--- config.mk ---
export PLATFORM = sky130hd
export DESIGN_NAME = alcc_top
export DESIGN_NICKNAME = d
export VERILOG_FILES = /design/src/logic/alcc_pkg.sv /design/src/logic/alcc_top.sv /design/src/logic/alcc_step_timer.sv
export SDC_FILE = /design/constraint.sdc
export NUM_CORES = 1
export LEC_CHECK = 0
export BUFFER_PORTS_ARGS = -buffer_cell sky130_fd_sc_hd__buf_2
export CAP_MARGIN = 30
export CORE_MARGIN = 3
export CORE_UTILIZATION = 55
export CTS_BUF_LIST = sky130_fd_sc_hd__clkbuf_2 sky130_fd_sc_hd__clkbuf_4 sky130_fd_sc_hd__clkbuf_8
export CTS_CLUSTER_DIAMETER = 30
export DETAILED_ROUTE_END_ITERATION = 16
export GPL_TIMING_DRIVEN = 0
export PLACE_DENSITY = 0.76
export SYNTH_ARGS = -nofsm -noshare
export SYNTH_HDL_FRONTEND = slang
export SYNTH_SLANG_ARGS = --single-unit
--- constraint.sdc ---
create_clock -name i_ref_clk -period 8.2 [get_ports i_ref_clk]
set_input_delay 2.46 -clock i_ref_clk [delete_from_list [all_inputs] [get_ports i_ref_clk]]
set_output_delay 2.46 -clock i_ref_clk [all_outputs]
set_load 0.01 [all_outputs]
--- src/logic/alcc_pkg.sv ---
/*
  constants, field layouts, reset values, lookup tables and state types for the
  automatic level controller configuration block.
  assumes a 10 MHz reference clock and a byte-wide register access port that the
  serial control port decoder presents after it has decoded a transaction.
*/
// What this block does
// RULE_01: release period per 0.5 dB step from bits 5:3, 4 ms doubling to 512 ms, default 101.
// RULE_02: attack period per 0.5 dB step from bits 2:0, 32 us doubling to 4 ms, default 011.
// RULE_03: enable bit 7 loads current gain into the controller; clear after reset.
// RULE_04: compressor curve from bits 6:5: limiter, modes 1, 2 (default), 3.
// RULE_05: bit 4 picks supply tracking (0, default) or fixed output power (1).
// RULE_06: threshold level code from bits 3:0, reset value 1011.
// RULE_07: supply tracking limit rises with code; 1111 is 96 percent, 1011 is 85.
// RULE_08: fixed power limit rises with code; 1111 is 1.19 W into 8 ohm.
// RULE_09: while enabled, host writes to the channel gain field are ignored.
// RULE_10: enabled: step down per attack period when over, up per release, capped.
// RULE_11: the two upper timing register bits read zero and ignore writes.
package alcc_pkg;

  // register addresses on the control port
  localparam logic [7:0] ALCC_ADDR_TIMING = 8'h03;
  localparam logic [7:0] ALCC_ADDR_CONFIG = 8'h04;

  // reset values: release 101, attack 011; enable 0, curve 10, supply tracking, level 1011
  localparam logic [7:0] ALCC_TIMING_RST  = 8'h2B;
  localparam logic [7:0] ALCC_CONFIG_RST  = 8'h4B;
  localparam logic [7:0] ALCC_TIMING_WMSK = 8'h3F;
  localparam logic [7:0] ALCC_RDATA_NONE  = 8'h00;

  // field positions
  localparam int ALCC_REL_MSB  = 5;
  localparam int ALCC_REL_LSB  = 3;
  localparam int ALCC_ATK_MSB  = 2;
  localparam int ALCC_ATK_LSB  = 0;
  localparam int ALCC_EN_BIT   = 7;
  localparam int ALCC_COMP_MSB = 6;
  localparam int ALCC_COMP_LSB = 5;
  localparam int ALCC_FIX_BIT  = 4;
  localparam int ALCC_LVL_MSB  = 3;
  localparam int ALCC_LVL_LSB  = 0;

  // widths
  localparam int ALCC_GAIN_W = 6;
  localparam int ALCC_CNT_W  = 24;
  localparam int ALCC_LIM_W  = 7;

  // timing: base periods for code 000, each code step doubles the period
  localparam int ALCC_CLK_PERIOD_NS   = 100;
  localparam int ALCC_ATTACK_BASE_NS  = 32000;
  localparam int ALCC_RELEASE_BASE_NS = 4000000;
  localparam int ALCC_ATTACK_BASE_CYC =
    (ALCC_ATTACK_BASE_NS + ALCC_CLK_PERIOD_NS - 1) / ALCC_CLK_PERIOD_NS;
  localparam int ALCC_RELEASE_BASE_CYC =
    (ALCC_RELEASE_BASE_NS + ALCC_CLK_PERIOD_NS - 1) / ALCC_CLK_PERIOD_NS;

  // threshold limits indexed by level code: percent of supply, and centiwatts into 8 ohm
  localparam logic [6:0] ALCC_PCT_TBL [16] = '{
    7'h40, 7'h42, 7'h43, 7'h45, 7'h46, 7'h48, 7'h4A, 7'h4C,
    7'h4E, 7'h50, 7'h53, 7'h55, 7'h58, 7'h5A, 7'h5D, 7'h60};
  localparam logic [6:0] ALCC_CW8_TBL [16] = '{
    7'h2A, 7'h2E, 7'h32, 7'h36, 7'h3B, 7'h3F, 7'h44, 7'h49,
    7'h4E, 7'h53, 7'h59, 7'h5F, 7'h64, 7'h6A, 7'h71, 7'h77};
  localparam logic [6:0] ALCC_PCT_TOP = 7'h60;
  localparam logic [6:0] ALCC_PCT_DEF = 7'h55;
  localparam logic [6:0] ALCC_CW8_TOP = 7'h77;
  localparam logic [3:0] ALCC_LVL_TOP = 4'hF;
  localparam logic [3:0] ALCC_LVL_DEF = 4'hB;
  localparam logic [2:0] ALCC_REL_DEF = 3'h5;
  localparam logic [2:0] ALCC_ATK_DEF = 3'h3;
  localparam logic [1:0] ALCC_COMP_DEF = 2'h2;

  // compressor curves
  typedef enum logic [1:0] {
    ALCC_CURVE_LIMIT = 2'h0,
    ALCC_CURVE_COMP1 = 2'h1,
    ALCC_CURVE_COMP2 = 2'h2,
    ALCC_CURVE_COMP3 = 2'h3
  } alcc_curve_e;

  // step timer state
  typedef struct packed {
    logic [ALCC_CNT_W-1:0] count;
  } alcc_tmr_s;

  // top level state
  typedef struct packed {
    logic [7:0]             timing;
    logic [7:0]             cfg;
    logic [ALCC_GAIN_W-1:0] gain;
    logic [ALCC_LIM_W-1:0]  limit;
    logic [7:0]             rdata;
    logic                   over_s1;
    logic                   over_s2;
  } alcc_state_s;

endpackage

--- src/logic/alcc_top.sv ---
/*
  level controller configuration and gain stepping: two control registers, the
  threshold lookup and the 0.5 dB gain stepper.
  assumes a byte register port from the serial control decoder, a programmed gain
  from the neighbouring channel gain register, and an asynchronous comparator
  flag from the analog output stage.
*/
`timescale 1ns/1ps
module alcc_top
  import alcc_pkg::*;
#(
  parameter int ATTACK_BASE_CYC  = ALCC_ATTACK_BASE_CYC,
  parameter int RELEASE_BASE_CYC = ALCC_RELEASE_BASE_CYC
)
(
  // clock and reset
  input  wire logic                   i_ref_clk,
  input  wire logic                   i_rst_b,
  // register port
  input  wire logic [7:0]             i_reg_addr,
  input  wire logic [7:0]             i_reg_wdata,
  input  wire logic                   i_reg_wr,
  input  wire logic                   i_reg_rd,
  output logic [7:0]                  o_reg_rdata,
  // gain path
  input  wire logic [ALCC_GAIN_W-1:0] i_prog_gain,
  input  wire logic                   i_over_threshold,
  output logic [ALCC_GAIN_W-1:0]      o_gain,
  output logic                        o_gain_wr_lock,
  // configuration to the analog stage
  output logic                        o_level_ctrl_enable,
  output logic [2:0]                  o_release_period_sel,
  output logic [2:0]                  o_attack_period_sel,
  output logic [1:0]                  o_comp_curve,
  output logic                        o_threshold_fixed_power_sel,
  output logic [3:0]                  o_threshold_level_code,
  output logic [ALCC_LIM_W-1:0]       o_threshold_limit
);

  alcc_state_s           st_r;
  alcc_state_s           st_nxt;
  logic                  enable;
  logic                  over;
  logic                  atk_tick;
  logic                  rel_tick;
  logic [ALCC_CNT_W-1:0] atk_period;
  logic [ALCC_CNT_W-1:0] rel_period;

  // field views of the registers
  assign enable     = st_r.cfg[ALCC_EN_BIT];
  assign over       = st_r.over_s2;
  assign atk_period = ALCC_CNT_W'(ATTACK_BASE_CYC) << st_r.timing[ALCC_ATK_MSB:ALCC_ATK_LSB]; // RULE_02
  assign rel_period = ALCC_CNT_W'(RELEASE_BASE_CYC) << st_r.timing[ALCC_REL_MSB:ALCC_REL_LSB]; // RULE_01

  // attack steps only while the output is over the limit
  alcc_step_timer u_attack (
    .i_ref_clk (i_ref_clk),
    .i_rst_b   (i_rst_b),
    .i_run     (enable && over),
    .i_period  (atk_period),
    .o_tick    (atk_tick)
  );

  // release steps only while under the limit and below the programmed gain
  alcc_step_timer u_release (
    .i_ref_clk (i_ref_clk),
    .i_rst_b   (i_rst_b),
    .i_run     (enable && !over && (st_r.gain < i_prog_gain)),
    .i_period  (rel_period),
    .o_tick    (rel_tick)
  );

  // next state: register writes, reads, comparator sync, gain stepping, limit lookup
  always_comb begin
    st_nxt = st_r;
    // two flops on the comparator; the first is only read by the second
    st_nxt.over_s1 = i_over_threshold;
    st_nxt.over_s2 = st_r.over_s1;

    // register writes; upper timing bits are held at zero
    if (i_reg_wr && (i_reg_addr == ALCC_ADDR_TIMING)) begin
      st_nxt.timing = i_reg_wdata & ALCC_TIMING_WMSK; // RULE_11
    end
    if (i_reg_wr && (i_reg_addr == ALCC_ADDR_CONFIG)) begin
      st_nxt.cfg = i_reg_wdata; // RULE_04 RULE_05 RULE_06
    end

    // reads; unmapped addresses answer zero
    if (i_reg_rd) begin
      case (i_reg_addr)
        ALCC_ADDR_TIMING: st_nxt.rdata = st_r.timing & ALCC_TIMING_WMSK; // RULE_11
        ALCC_ADDR_CONFIG: st_nxt.rdata = st_r.cfg;
        default:          st_nxt.rdata = ALCC_RDATA_NONE;
      endcase
    end

    // gain: follows the programmed value when off, loaded at enable, then stepped
    if (!st_nxt.cfg[ALCC_EN_BIT] || !enable) begin
      st_nxt.gain = i_prog_gain; // RULE_03
    end else if (atk_tick) begin
      if (st_r.gain != '0) begin
        st_nxt.gain = st_r.gain - ALCC_GAIN_W'(1); // RULE_10
      end
    end else if (st_r.gain > i_prog_gain) begin
      st_nxt.gain = i_prog_gain; // RULE_10
    end else if (rel_tick) begin
      st_nxt.gain = st_r.gain + ALCC_GAIN_W'(1); // RULE_10
    end

    // limit follows the next configuration so it never lags the register
    if (st_nxt.cfg[ALCC_FIX_BIT]) begin
      st_nxt.limit = ALCC_CW8_TBL[st_nxt.cfg[ALCC_LVL_MSB:ALCC_LVL_LSB]]; // RULE_08
    end else begin
      st_nxt.limit = ALCC_PCT_TBL[st_nxt.cfg[ALCC_LVL_MSB:ALCC_LVL_LSB]]; // RULE_07
    end
  end

  // state register
  always_ff @(posedge i_ref_clk) begin
    if (!i_rst_b) begin
      st_r         <= '0;
      st_r.timing  <= ALCC_TIMING_RST; // RULE_01 RULE_02
      st_r.cfg     <= ALCC_CONFIG_RST; // RULE_03 RULE_06
      st_r.limit   <= ALCC_PCT_DEF;
    end else begin
      st_r <= st_nxt;
    end
  end

  // outputs
  assign o_reg_rdata                 = st_r.rdata;
  assign o_gain                      = st_r.gain;
  assign o_gain_wr_lock              = enable; // RULE_09
  assign o_level_ctrl_enable         = enable;
  assign o_release_period_sel        = st_r.timing[ALCC_REL_MSB:ALCC_REL_LSB];
  assign o_attack_period_sel         = st_r.timing[ALCC_ATK_MSB:ALCC_ATK_LSB];
  assign o_comp_curve                = st_r.cfg[ALCC_COMP_MSB:ALCC_COMP_LSB];
  assign o_threshold_fixed_power_sel = st_r.cfg[ALCC_FIX_BIT];
  assign o_threshold_level_code      = st_r.cfg[ALCC_LVL_MSB:ALCC_LVL_LSB];
  assign o_threshold_limit           = st_r.limit;
endmodule // alcc_top

--- src/logic/alcc_step_timer.sv ---
/*
  per-step period timer: counts reference clocks while running and pulses once
  per programmed period.
  assumes the period is at least one cycle and changes only between steps.
*/
`timescale 1ns/1ps
module alcc_step_timer
  import alcc_pkg::*;
(
  // clock and reset
  input  wire logic                  i_ref_clk,
  input  wire logic                  i_rst_b,
  // control
  input  wire logic                  i_run,
  input  wire logic [ALCC_CNT_W-1:0] i_period,
  // output
  output logic                       o_tick
);

  alcc_tmr_s st_r;
  alcc_tmr_s st_nxt;
  logic      at_end;

  // last cycle of the period; the count restarts whenever running stops
  assign at_end = (st_r.count >= (i_period - ALCC_CNT_W'(1)));
  assign o_tick = i_run && at_end;

  // next count
  always_comb begin
    st_nxt = st_r;
    if (!i_run || at_end) begin
      st_nxt.count = '0;
    end else begin
      st_nxt.count = st_r.count + ALCC_CNT_W'(1);
    end
  end

  // state register
  always_ff @(posedge i_ref_clk) begin
    if (!i_rst_b) begin
      st_r <= '0;
    end else begin
      st_r <= st_nxt;
    end
  end

endmodule // alcc_step_timer

**Word level (Yosys, flattened, before mapping)**

Memories as Yosys holds them, arrays and structs flattened.
Cells that the tools add are included.

- Input port bits: 27
- Bits in registers: 85
- ROM bits: 224
- Memories: 2
- Word-level logic and storage cells: 62

Memory list:

| memory | words | bits a word | rd ports | clocked after Yosys merged registers in | write ports | line | source |
|---|---|---|---|---|---|---|---|
| (name not given) | 16 | 7 | 1 | 0 | 0 | alcc_top.sv:114 | `st_nxt.limit = ALCC_PCT_TBL[st_nxt.cfg[ALCC_LVL_MSB:ALCC_LVL_LSB]];` |
| (name not given) | 16 | 7 | 1 | 0 | 0 | alcc_top.sv:112 | `st_nxt.limit = ALCC_CW8_TBL[st_nxt.cfg[ALCC_LVL_MSB:ALCC_LVL_LSB]];` |

- Shift operators: 2
- Equality and inequality tests: 3
- Multiplexer cells: 12
- $add $sub $neg: 6
- $lt $le $gt $ge: 5
- Reductions and logical operators: 20
- Bitwise operators: 2

Operators by type and width:

| kind | number |
|---|---|
| adder 24 x 1 -> 24 bit (second input constant) | 2 |
| >= comparator 24 bit | 2 |
| subtractor 24 x 1 -> 24 bit (second input constant) | 2 |
| 2-to-1 mux 7 bit | 5 |
| 2-to-1 mux 6 bit | 5 |
| << shifter 16 x 3 -> 24 bit (first input constant) | 1 |
| << shifter 9 x 3 -> 24 bit (first input constant) | 1 |
| one-hot mux 8 bit (2 select lines) | 1 |
| equality test 8 x 2 -> 1 bit (second input constant) | 1 |
| equality test 8 x 3 -> 1 bit (second input constant) | 1 |
| 2-to-1 mux 8 bit | 1 |
| logical AND 1 bit | 7 |
| adder 6 x 1 -> 6 bit (second input constant) | 1 |
| > comparator 6 bit | 1 |
| < comparator 6 bit | 1 |
| nonzero test 6 bit | 1 |
| subtractor 6 x 1 -> 6 bit (second input constant) | 1 |
| >= comparator 5 bit (second input constant) | 1 |
| zero test 1 bit | 5 |
| inverter 4 -> 5 bit | 1 |
| nonzero test 4 bit | 1 |
| OR reduction 2 bit | 2 |
| logical OR 1 bit | 3 |
| inequality test 3 x 1 -> 1 bit (second input constant) | 1 |
| other kinds (2) | 2 |

**Longest topological paths before layout**

Gate-level depths: netlist of the first run.

- Depth in word-level cells: 8
- Mapped depth: 18
- Gate-level depth less buffers: 17

**Cells and area by module**

From an unflattened synthesis of the first run, not the netlist that was laid out.

- Cell total of the unflattened synthesis: 813
- Area, all modules: 6746.5 sq um

Modules (own cells, without submodules):

| module | cells an instance | instances | seq. area each (sq um) | area an instance (sq um) |
|---|---|---|---|---|
| alcc_top | 335 | 1 | 740.7 | 2771.4 |
| alcc_step_timer at u_attack | 238 | 1 | 480.5 | 2020.7 |
| alcc_step_timer at u_release | 240 | 1 | 480.5 | 1954.4 |

**Worst setup path before layout of the first run**

No wires, ideal clock.

- Kind: input to register
- From: input i_reg_addr[5]
- To: register st_r (netlist bit o_threshold_limit[0])
- Setup time: 0.125 ns
- Data required time: 8.075 ns
- Data arrival time: 4.327 ns
- Stages on the path: 10
- Setup slack: 3.749 ns
- Path through: nor4_2 nand4b_1 buf_4 mux2i_1 inv_1 ha_1 a21oi_1 o31ai_1 o21ai_0 o41ai_1

RTL lines:

| item | line | source |
|---|---|---|
| start: declaration | alcc_top.sv:20 | `input wire logic [7:0] i_reg_addr,` |
| end signal: assignment | alcc_top.sv:126 | `st_r <= st_nxt;` |
| end: declaration | alcc_top.sv:40 | `alcc_state_s st_r;` |

==> results.md, run 1 <==
- Minimum clock period: 4560 ps
- Largest net degree at the start of global routing: 14
- Max-slew violations: 0
- Vias in the first global route: 4672
- Leak: between 2 and 3 nW
- Setup TNS: 0 ps
- Logic pwr share: under 10%
- Die area: between 10000 and 15000 sq um
- N_diodes: 0
- EDFF count, synth: 0
- Pwr/cell area: between 100 and 150 nW/um^2
- Grt ovf: 0
- Most common cell in the netlist: nor2_1
- Hold_buf cts: 0
- RSZ-0062 raised after global routing: false
- Gr busiest metal: met2
- Syn_area_per_cell: approximately 8.4 sq um
- Area growth, synth to finish: 12.9%
- Worst ir drop on vdd: 73.1 uV
- Total routed wirelength: 12300 microns
- Grt met2 use: 39.3%
- Crit Path Max Fanout: 10
- Clock root buffer: clkbuf_8
- GPL Wtd Cong: 0.857
- Layout cells sized above 1: between 10% and 20%
- Post-CTS setup buffers: 0
- Crit end category: register
- Design Area, Final: roughly 6000 sq um
- CTS clk-pin slew, worst paths: approximately 90 ps
- Port-buffer cells: 61
- Syn Std Cell Area: 5350 sq um
- Worst skew pair latency: ~370 ps
- NetSw: about 0.18 mW
- Finished Core Util: between 60% and 70%
- Top cell type's share of synthesized area: 31.8%
- Status: finished clean
- Met1 usage: 30.7%
- Clock share of power: roughly 40%
- Non-filler cells, final: 850
- Placed Cells: between 800 and 900
- Place WS: between 3000 and 4000 ps
- Worst slew margin: between 50% and 60%
- Int Pwr: approximately 0.59 mW
- Reg power frac: between 50% and 60%
- Final Power: ~0.77 mW
- Crit path kind: input pin to register
- Routed via count: approximately 4800
- Core footprint: around 9300 sq um
- Worst hold path class: register to register
- DIE HEIGHT: approximately 100 microns
- Final Setup Violations: 0
- Area contributors post-synth: dfxtp_1 32%, ha_1 14%, nor2_1 6.2%, xor2_1 4.7%, nand2_1 4.1%
- F_max: between 200 and 250 MHz
- Worst Setup Slack, final: between 3000 and 4000 ps
- Clk sinks: 85
- DRC viols: 0
- Gr usage total: between 20% and 30%
- Register area share after synthesis: 31.8%
- Final nets: roughly 810
- Row count: 35
- Fillers: 841
- I/O pin cnt: 63
- WL per Instance: about 14 microns
- DR vias/cell: approximately 5.6
- Starting Density: a little under three fifths
- Register bit count reported by yosys: 85
- H-Tree Depth: 3
- Dpl cell area: 5840 sq um
- Met3 usage: under 10%
- First-pass GRT wire length: 21600 microns
- Worst Path Arrival: between 4000 and 5000 ps
- Die width: about 100 microns
- Synth Instances: about 640
- DRT Pass-1 Iters: 5
- Slew @ Worst Pin: roughly 720 ps
- Routed Antenna Nets: 0
- Sw Ratio: a little under a quarter
- Netlist cell types: a little under 70
- Final Hold Fails: 0
- Main flop type after synthesis: dfxtp_1
- Cts repair resizes: 0
- Startpoint types: input pin
- Top cell type by total area after synthesis: dfxtp_1
- Clk buf depth: 2
- CTS tree: done
- Tcrit/Tclk final: between 50 and 60%
- DRC marker count from the first detailed-route iteration: 177
- Synth top cells by count: 88 x nor2_1, 85 x dfxtp_1, 62 x ha_1
- Hold slack: around 450 ps
- Clock skew: about 11 ps
- Total of max-cap violations: 0
- Initial antenna violation count: 0
- Worst EP required: ~8500 ps
- CTS Buf Count: 9
- Post-synth ARST share: 0%
- DP HPWL: approximately 9600 microns
- Syn. warnings: 0
==> metal layers <==
layer  wire length [microns]  vias to the layer above
met5                       0                        -
met3                     570                       14
met2                    6010                       95
met4                     150                        0
li1                        -                     2408
met1                    5550                     2244
==> kinds of logic (layout without fill, tap and decap cells) <==
group           Yosys count  after routing  share of synthesized area [%]
xor+xnor                 52             52                           8.51
simple gates            262            262                           24.1
flops                    85             85                           31.8
fa+ha+maj                62             62                           14.5
buf+inv                  46            123                           3.51
mux                      15             15                           3.16
compound gates          114            114                           14.3
other cells               2              8                          0.140
==> worst paths after layout <==
check	slack, ps	endpoint	from	depth (start not counted)
hold / removal	450	u_release.st_r[0]	u_release.st_r[0]	1
setup / recovery	3640	o_threshold_limit[0]	i_reg_addr[5]	11
setup reg to reg	3860	o_gain[3]	o_release_period_sel[0]	16
hold reg to reg	450	u_release.st_r[0]	u_release.st_r[0]	1
==> critical path, stage by stage <==
cell and delay [ps]:
buf_2 100, nor4_2 330, nand4b_1 160, buf_4 230, mux2i_1 510, inv_1 250, ha_1 270, a21oi_1 160
o31ai_1 100, o21ai_0 160, o41ai_1 90
==> layout make-up <==
type	instances	area [sq um]	share of cell area, %
Buffer	25	109	1.80
Clock buffer	12	153	2.53
Clock inverter	4	47.5	0.787
Inverter	21	78.8	1.30
Multi-Input combinational cell	513	3490	57.7
Sequential cell	85	1700	28.2
Tap cell	129	161	2.67
Timing Repair Buffer	61	305	5.05
==> layout by cell type (no fill, tap or decap), types with 11 or more instances in the layout <==
master and count:
ha_1 62, mux2i_1 11, buf_2 64, and3_1 15, inv_1 20, nand3_1 36
nand4_1 13, clkbuf_1 18, dfxtp_1 85, nand2_1 59, xnor2_1 23, o21ai_0 21
nor2_1 88, xor2_1 29, a21oi_1 33
==> flip-flops by register name (all words and copies together), names as in the netlist <==
name	flops
o_comp_curve	2
o_gain	6
o_threshold_level_code	4
over	1
st_nxt	1
o_attack_period_sel	3
o_gain_wr_lock	1
u_release.st_r	24
o_threshold_limit	7
o_threshold_fixed_power_sel	1
o_release_period_sel	3
u_attack.st_r	24
o_reg_rdata	8
==> power by group through the flow <==
| stage | registers (mW) | logic, mW | clock network [mW] |
|---|---|---|---|
| detailed placement | 0.430 | 0.0453 | 0 |
| global placement | 0.430 | 0.0441 | 0 |
| global route | 0.421 | 0.0516 | 0.327 |
| floorplan | 0.431 | 0.0255 | 0 |
| finish | 0.420 | 0.0456 | 0.304 |
| CTS | 0.420 | 0.0455 | 0.314 |
Note: power is estimated with default switching activity, not from simulation.
==> run 2: changes to the inputs <==
==> constraint.sdc (replaced) <==
create_clock -name i_ref_clk -period 4.2 [get_ports i_ref_clk]
set_input_delay 1.26 -clock i_ref_clk [delete_from_list [all_inputs] [get_ports i_ref_clk]]
set_output_delay 1.26 -clock i_ref_clk [all_outputs]
set_load 0.01 [all_outputs]
==> results.md, run 2 (synthesized netlist as in run 1, its figures left out) <==
- Clk buf depth: 2 (unchanged)
- DR vias/cell: 5.63 (+0.48%)
- Final Power: 1.50 mW (+95%)
- Core footprint: 9330 sq um (unchanged)
- CTS tree: done
- Die width: 105 microns (unchanged)
- Clock skew: 10.3 ps (-0.348 ps)
- Worst ir drop on vdd: 140 uV (+91%)
- CTS clk-pin slew, worst paths: 80 ps (about the same)
- Total of max-cap violations: 0 (unchanged)
- Layout cells sized above 1: 15.1% (+1.2 points)
- Die area: 11000 sq um (unchanged)
- DRC marker count from the first detailed-route iteration: 184 (+4.0%)
- N_diodes: 0 (unchanged)
- Placed Cells: 834 (unchanged)
- DRT Pass-1 Iters: 5 (unchanged)
- Leading cell type in the layout, fill and taps excluded: nor2_1
- Crit end category: register
- Slew @ Worst Pin: 704 ps (-14.0 ps)
- Vias in the first global route: 4678 (+0.13%)
- Clock root buffer: clkbuf_8
- DRC viols: 0 (unchanged)
- Port-buffer cells: 61 (unchanged)
- Routed via count: 4784 (+0.48%)
- H-Tree Depth: 3 (unchanged)
- Non-filler cells, final: 850 (unchanged)
- WL per Instance: 14.6 microns (+1.1%)
- Worst skew pair latency: 370 ps (about the same)
- Final Setup Violations: 0 (unchanged)
- CTS Buf Count: 9 (unchanged)
- First-pass GRT wire length: 21700 microns (+0.25%)
- Clk sinks: 85 (unchanged)
- Worst hold path class: register to register
- Max-slew violations: 0 (unchanged)
- Area growth, synth to finish: 13.7%
- Commonest non-fill, non-tap cells in the layout: 88 x nor2_1, 83 x dfxtp_1, 64 x buf_2
- Place WS: -60.5 ps (-3330 ps)
- GPL Wtd Cong: 0.857 (unchanged)
- DIE HEIGHT: 105 microns (unchanged)
- Crit Path Max Fanout: 8 (-2)
- Largest net degree at the start of global routing: 14 (unchanged)
- Grt ovf: 0 (unchanged)
- Crit path kind: register to register
- Leak: 2.51 nW (about the same)
- Total routed wirelength: 12400 microns (+1.1%)
- I/O pin cnt: 63 (unchanged)
- Initial antenna violation count: 0 (unchanged)
- Worst Setup Slack, final: 304 ps (-3330 ps)
- Pwr/cell area: 247 nW/um^2 (+94%)
- Worst Path Arrival: 4180 ps (-640 ps)
- F_max: between 200 and 300 MHz
- Worst slew margin: 52.4% (+0.94 points)
- Startpoint types: register
- Finished Core Util: 65.2% (+0.46 points)
- Row count: 35 (unchanged)
- Minimum clock period: ~3900 ps
- Gr usage total: 23.8% (+0.052 points)
- Starting Density: 57.4% (unchanged)
- DP HPWL: 9630 microns (unchanged)
- Worst EP required: 4480 ps (-3980 ps)
- Status: finished clean
- Routed Antenna Nets: 0 (unchanged)
- Final Hold Fails: 0 (unchanged)
- Tcrit/Tclk final: 92.8%
- Final nets: 805 (unchanged)
==> run 2: changes by cell type in the layout (fill, tap and decap cells not counted), moves of 2 or more <==
| cell | before | now |
|---|---|---|
| nor4_1 | 4 | 2 |
| clkbuf_1 | 18 | 15 |
| clkbuf_2 | 0 | 2 |
| dfxtp_1 | 85 | 83 |
| dfxtp_2 | 0 | 2 |
==> run 2: worst paths after layout <==
kind | from | to | slack (ps) | depth (start not counted)
worst min-delay path | u_release.st_r[0] | u_release.st_r[0] | 450 | 1
worst max register to register | o_release_period_sel[0] | o_gain[3] | 300 | 17
worst min register to register | u_release.st_r[0] | u_release.st_r[0] | 450 | 1
worst max-delay path | o_release_period_sel[0] | o_gain[3] | 300 | 17
==> run 2: critical path, cell delays in order (launching register included) <==
cell and delay [ps]:
dfxtp_2 410, clkbuf_2 210, inv_1 100, ha_1 300, nand2b_1 130, ha_1 230, inv_1 50, o311ai_0 290
o21ai_0 170, ha_1 300, nand2_1 70, nor4_2 300, o31ai_2 160, a31oi_2 320, nor4_2 100, o21bai_4 230
a22o_1 250, a211oi_2 180
==> run 2: layer usage <==
layer  GRT usage [%]  vias to the layer above  routed length [microns]
met5               0                        -                        0
met1            30.7                     2252                     5600
met4            6.84                        0                      158
li1                -                     2405                        -
met3            5.87                       16                      583
met2            39.5                      111                     6080
==> run 2: repair_timing <==
item	CTS	global route
hold buffers	0	0
resized for setup	2	11
setup endpoints to repair	3	28
setup buffers	0	0
==> run 2: metrics by stage <==
step	setup TNS [ps]	area, sq um	hold slack [ps]
2_1_floorplan	0	5380	412
3_3_place_gp	0	5840	424
3_5_place_dp	-106	5840	439
4_1_cts	0	6050	456
5_1_grt	-6.88	6080	490
6_report	0	6080	447
==> run 2: cell type report <==
cell class                      count  area, sq um
Timing Repair Buffer               61          305
Fill cell                         835         3240
Clock buffer                       12          153
Sequential cell                    85         1700
Inverter                           21         78.8
Clock inverter                      4         47.5
Multi-Input combinational cell    513         3520
Tap cell                          129          161
Buffer                             25          111
==> run 2: where the power goes <==
part	internal (mW)	leakage, nW	switching, mW	total (mW)
Clock	0.303	0.103	0.292	0.595
Combinational	0.0375	1.72	0.0519	0.0894
Sequential	0.813	0.688	0.00796	0.821
Total	1.15	2.51	0.352	1.50
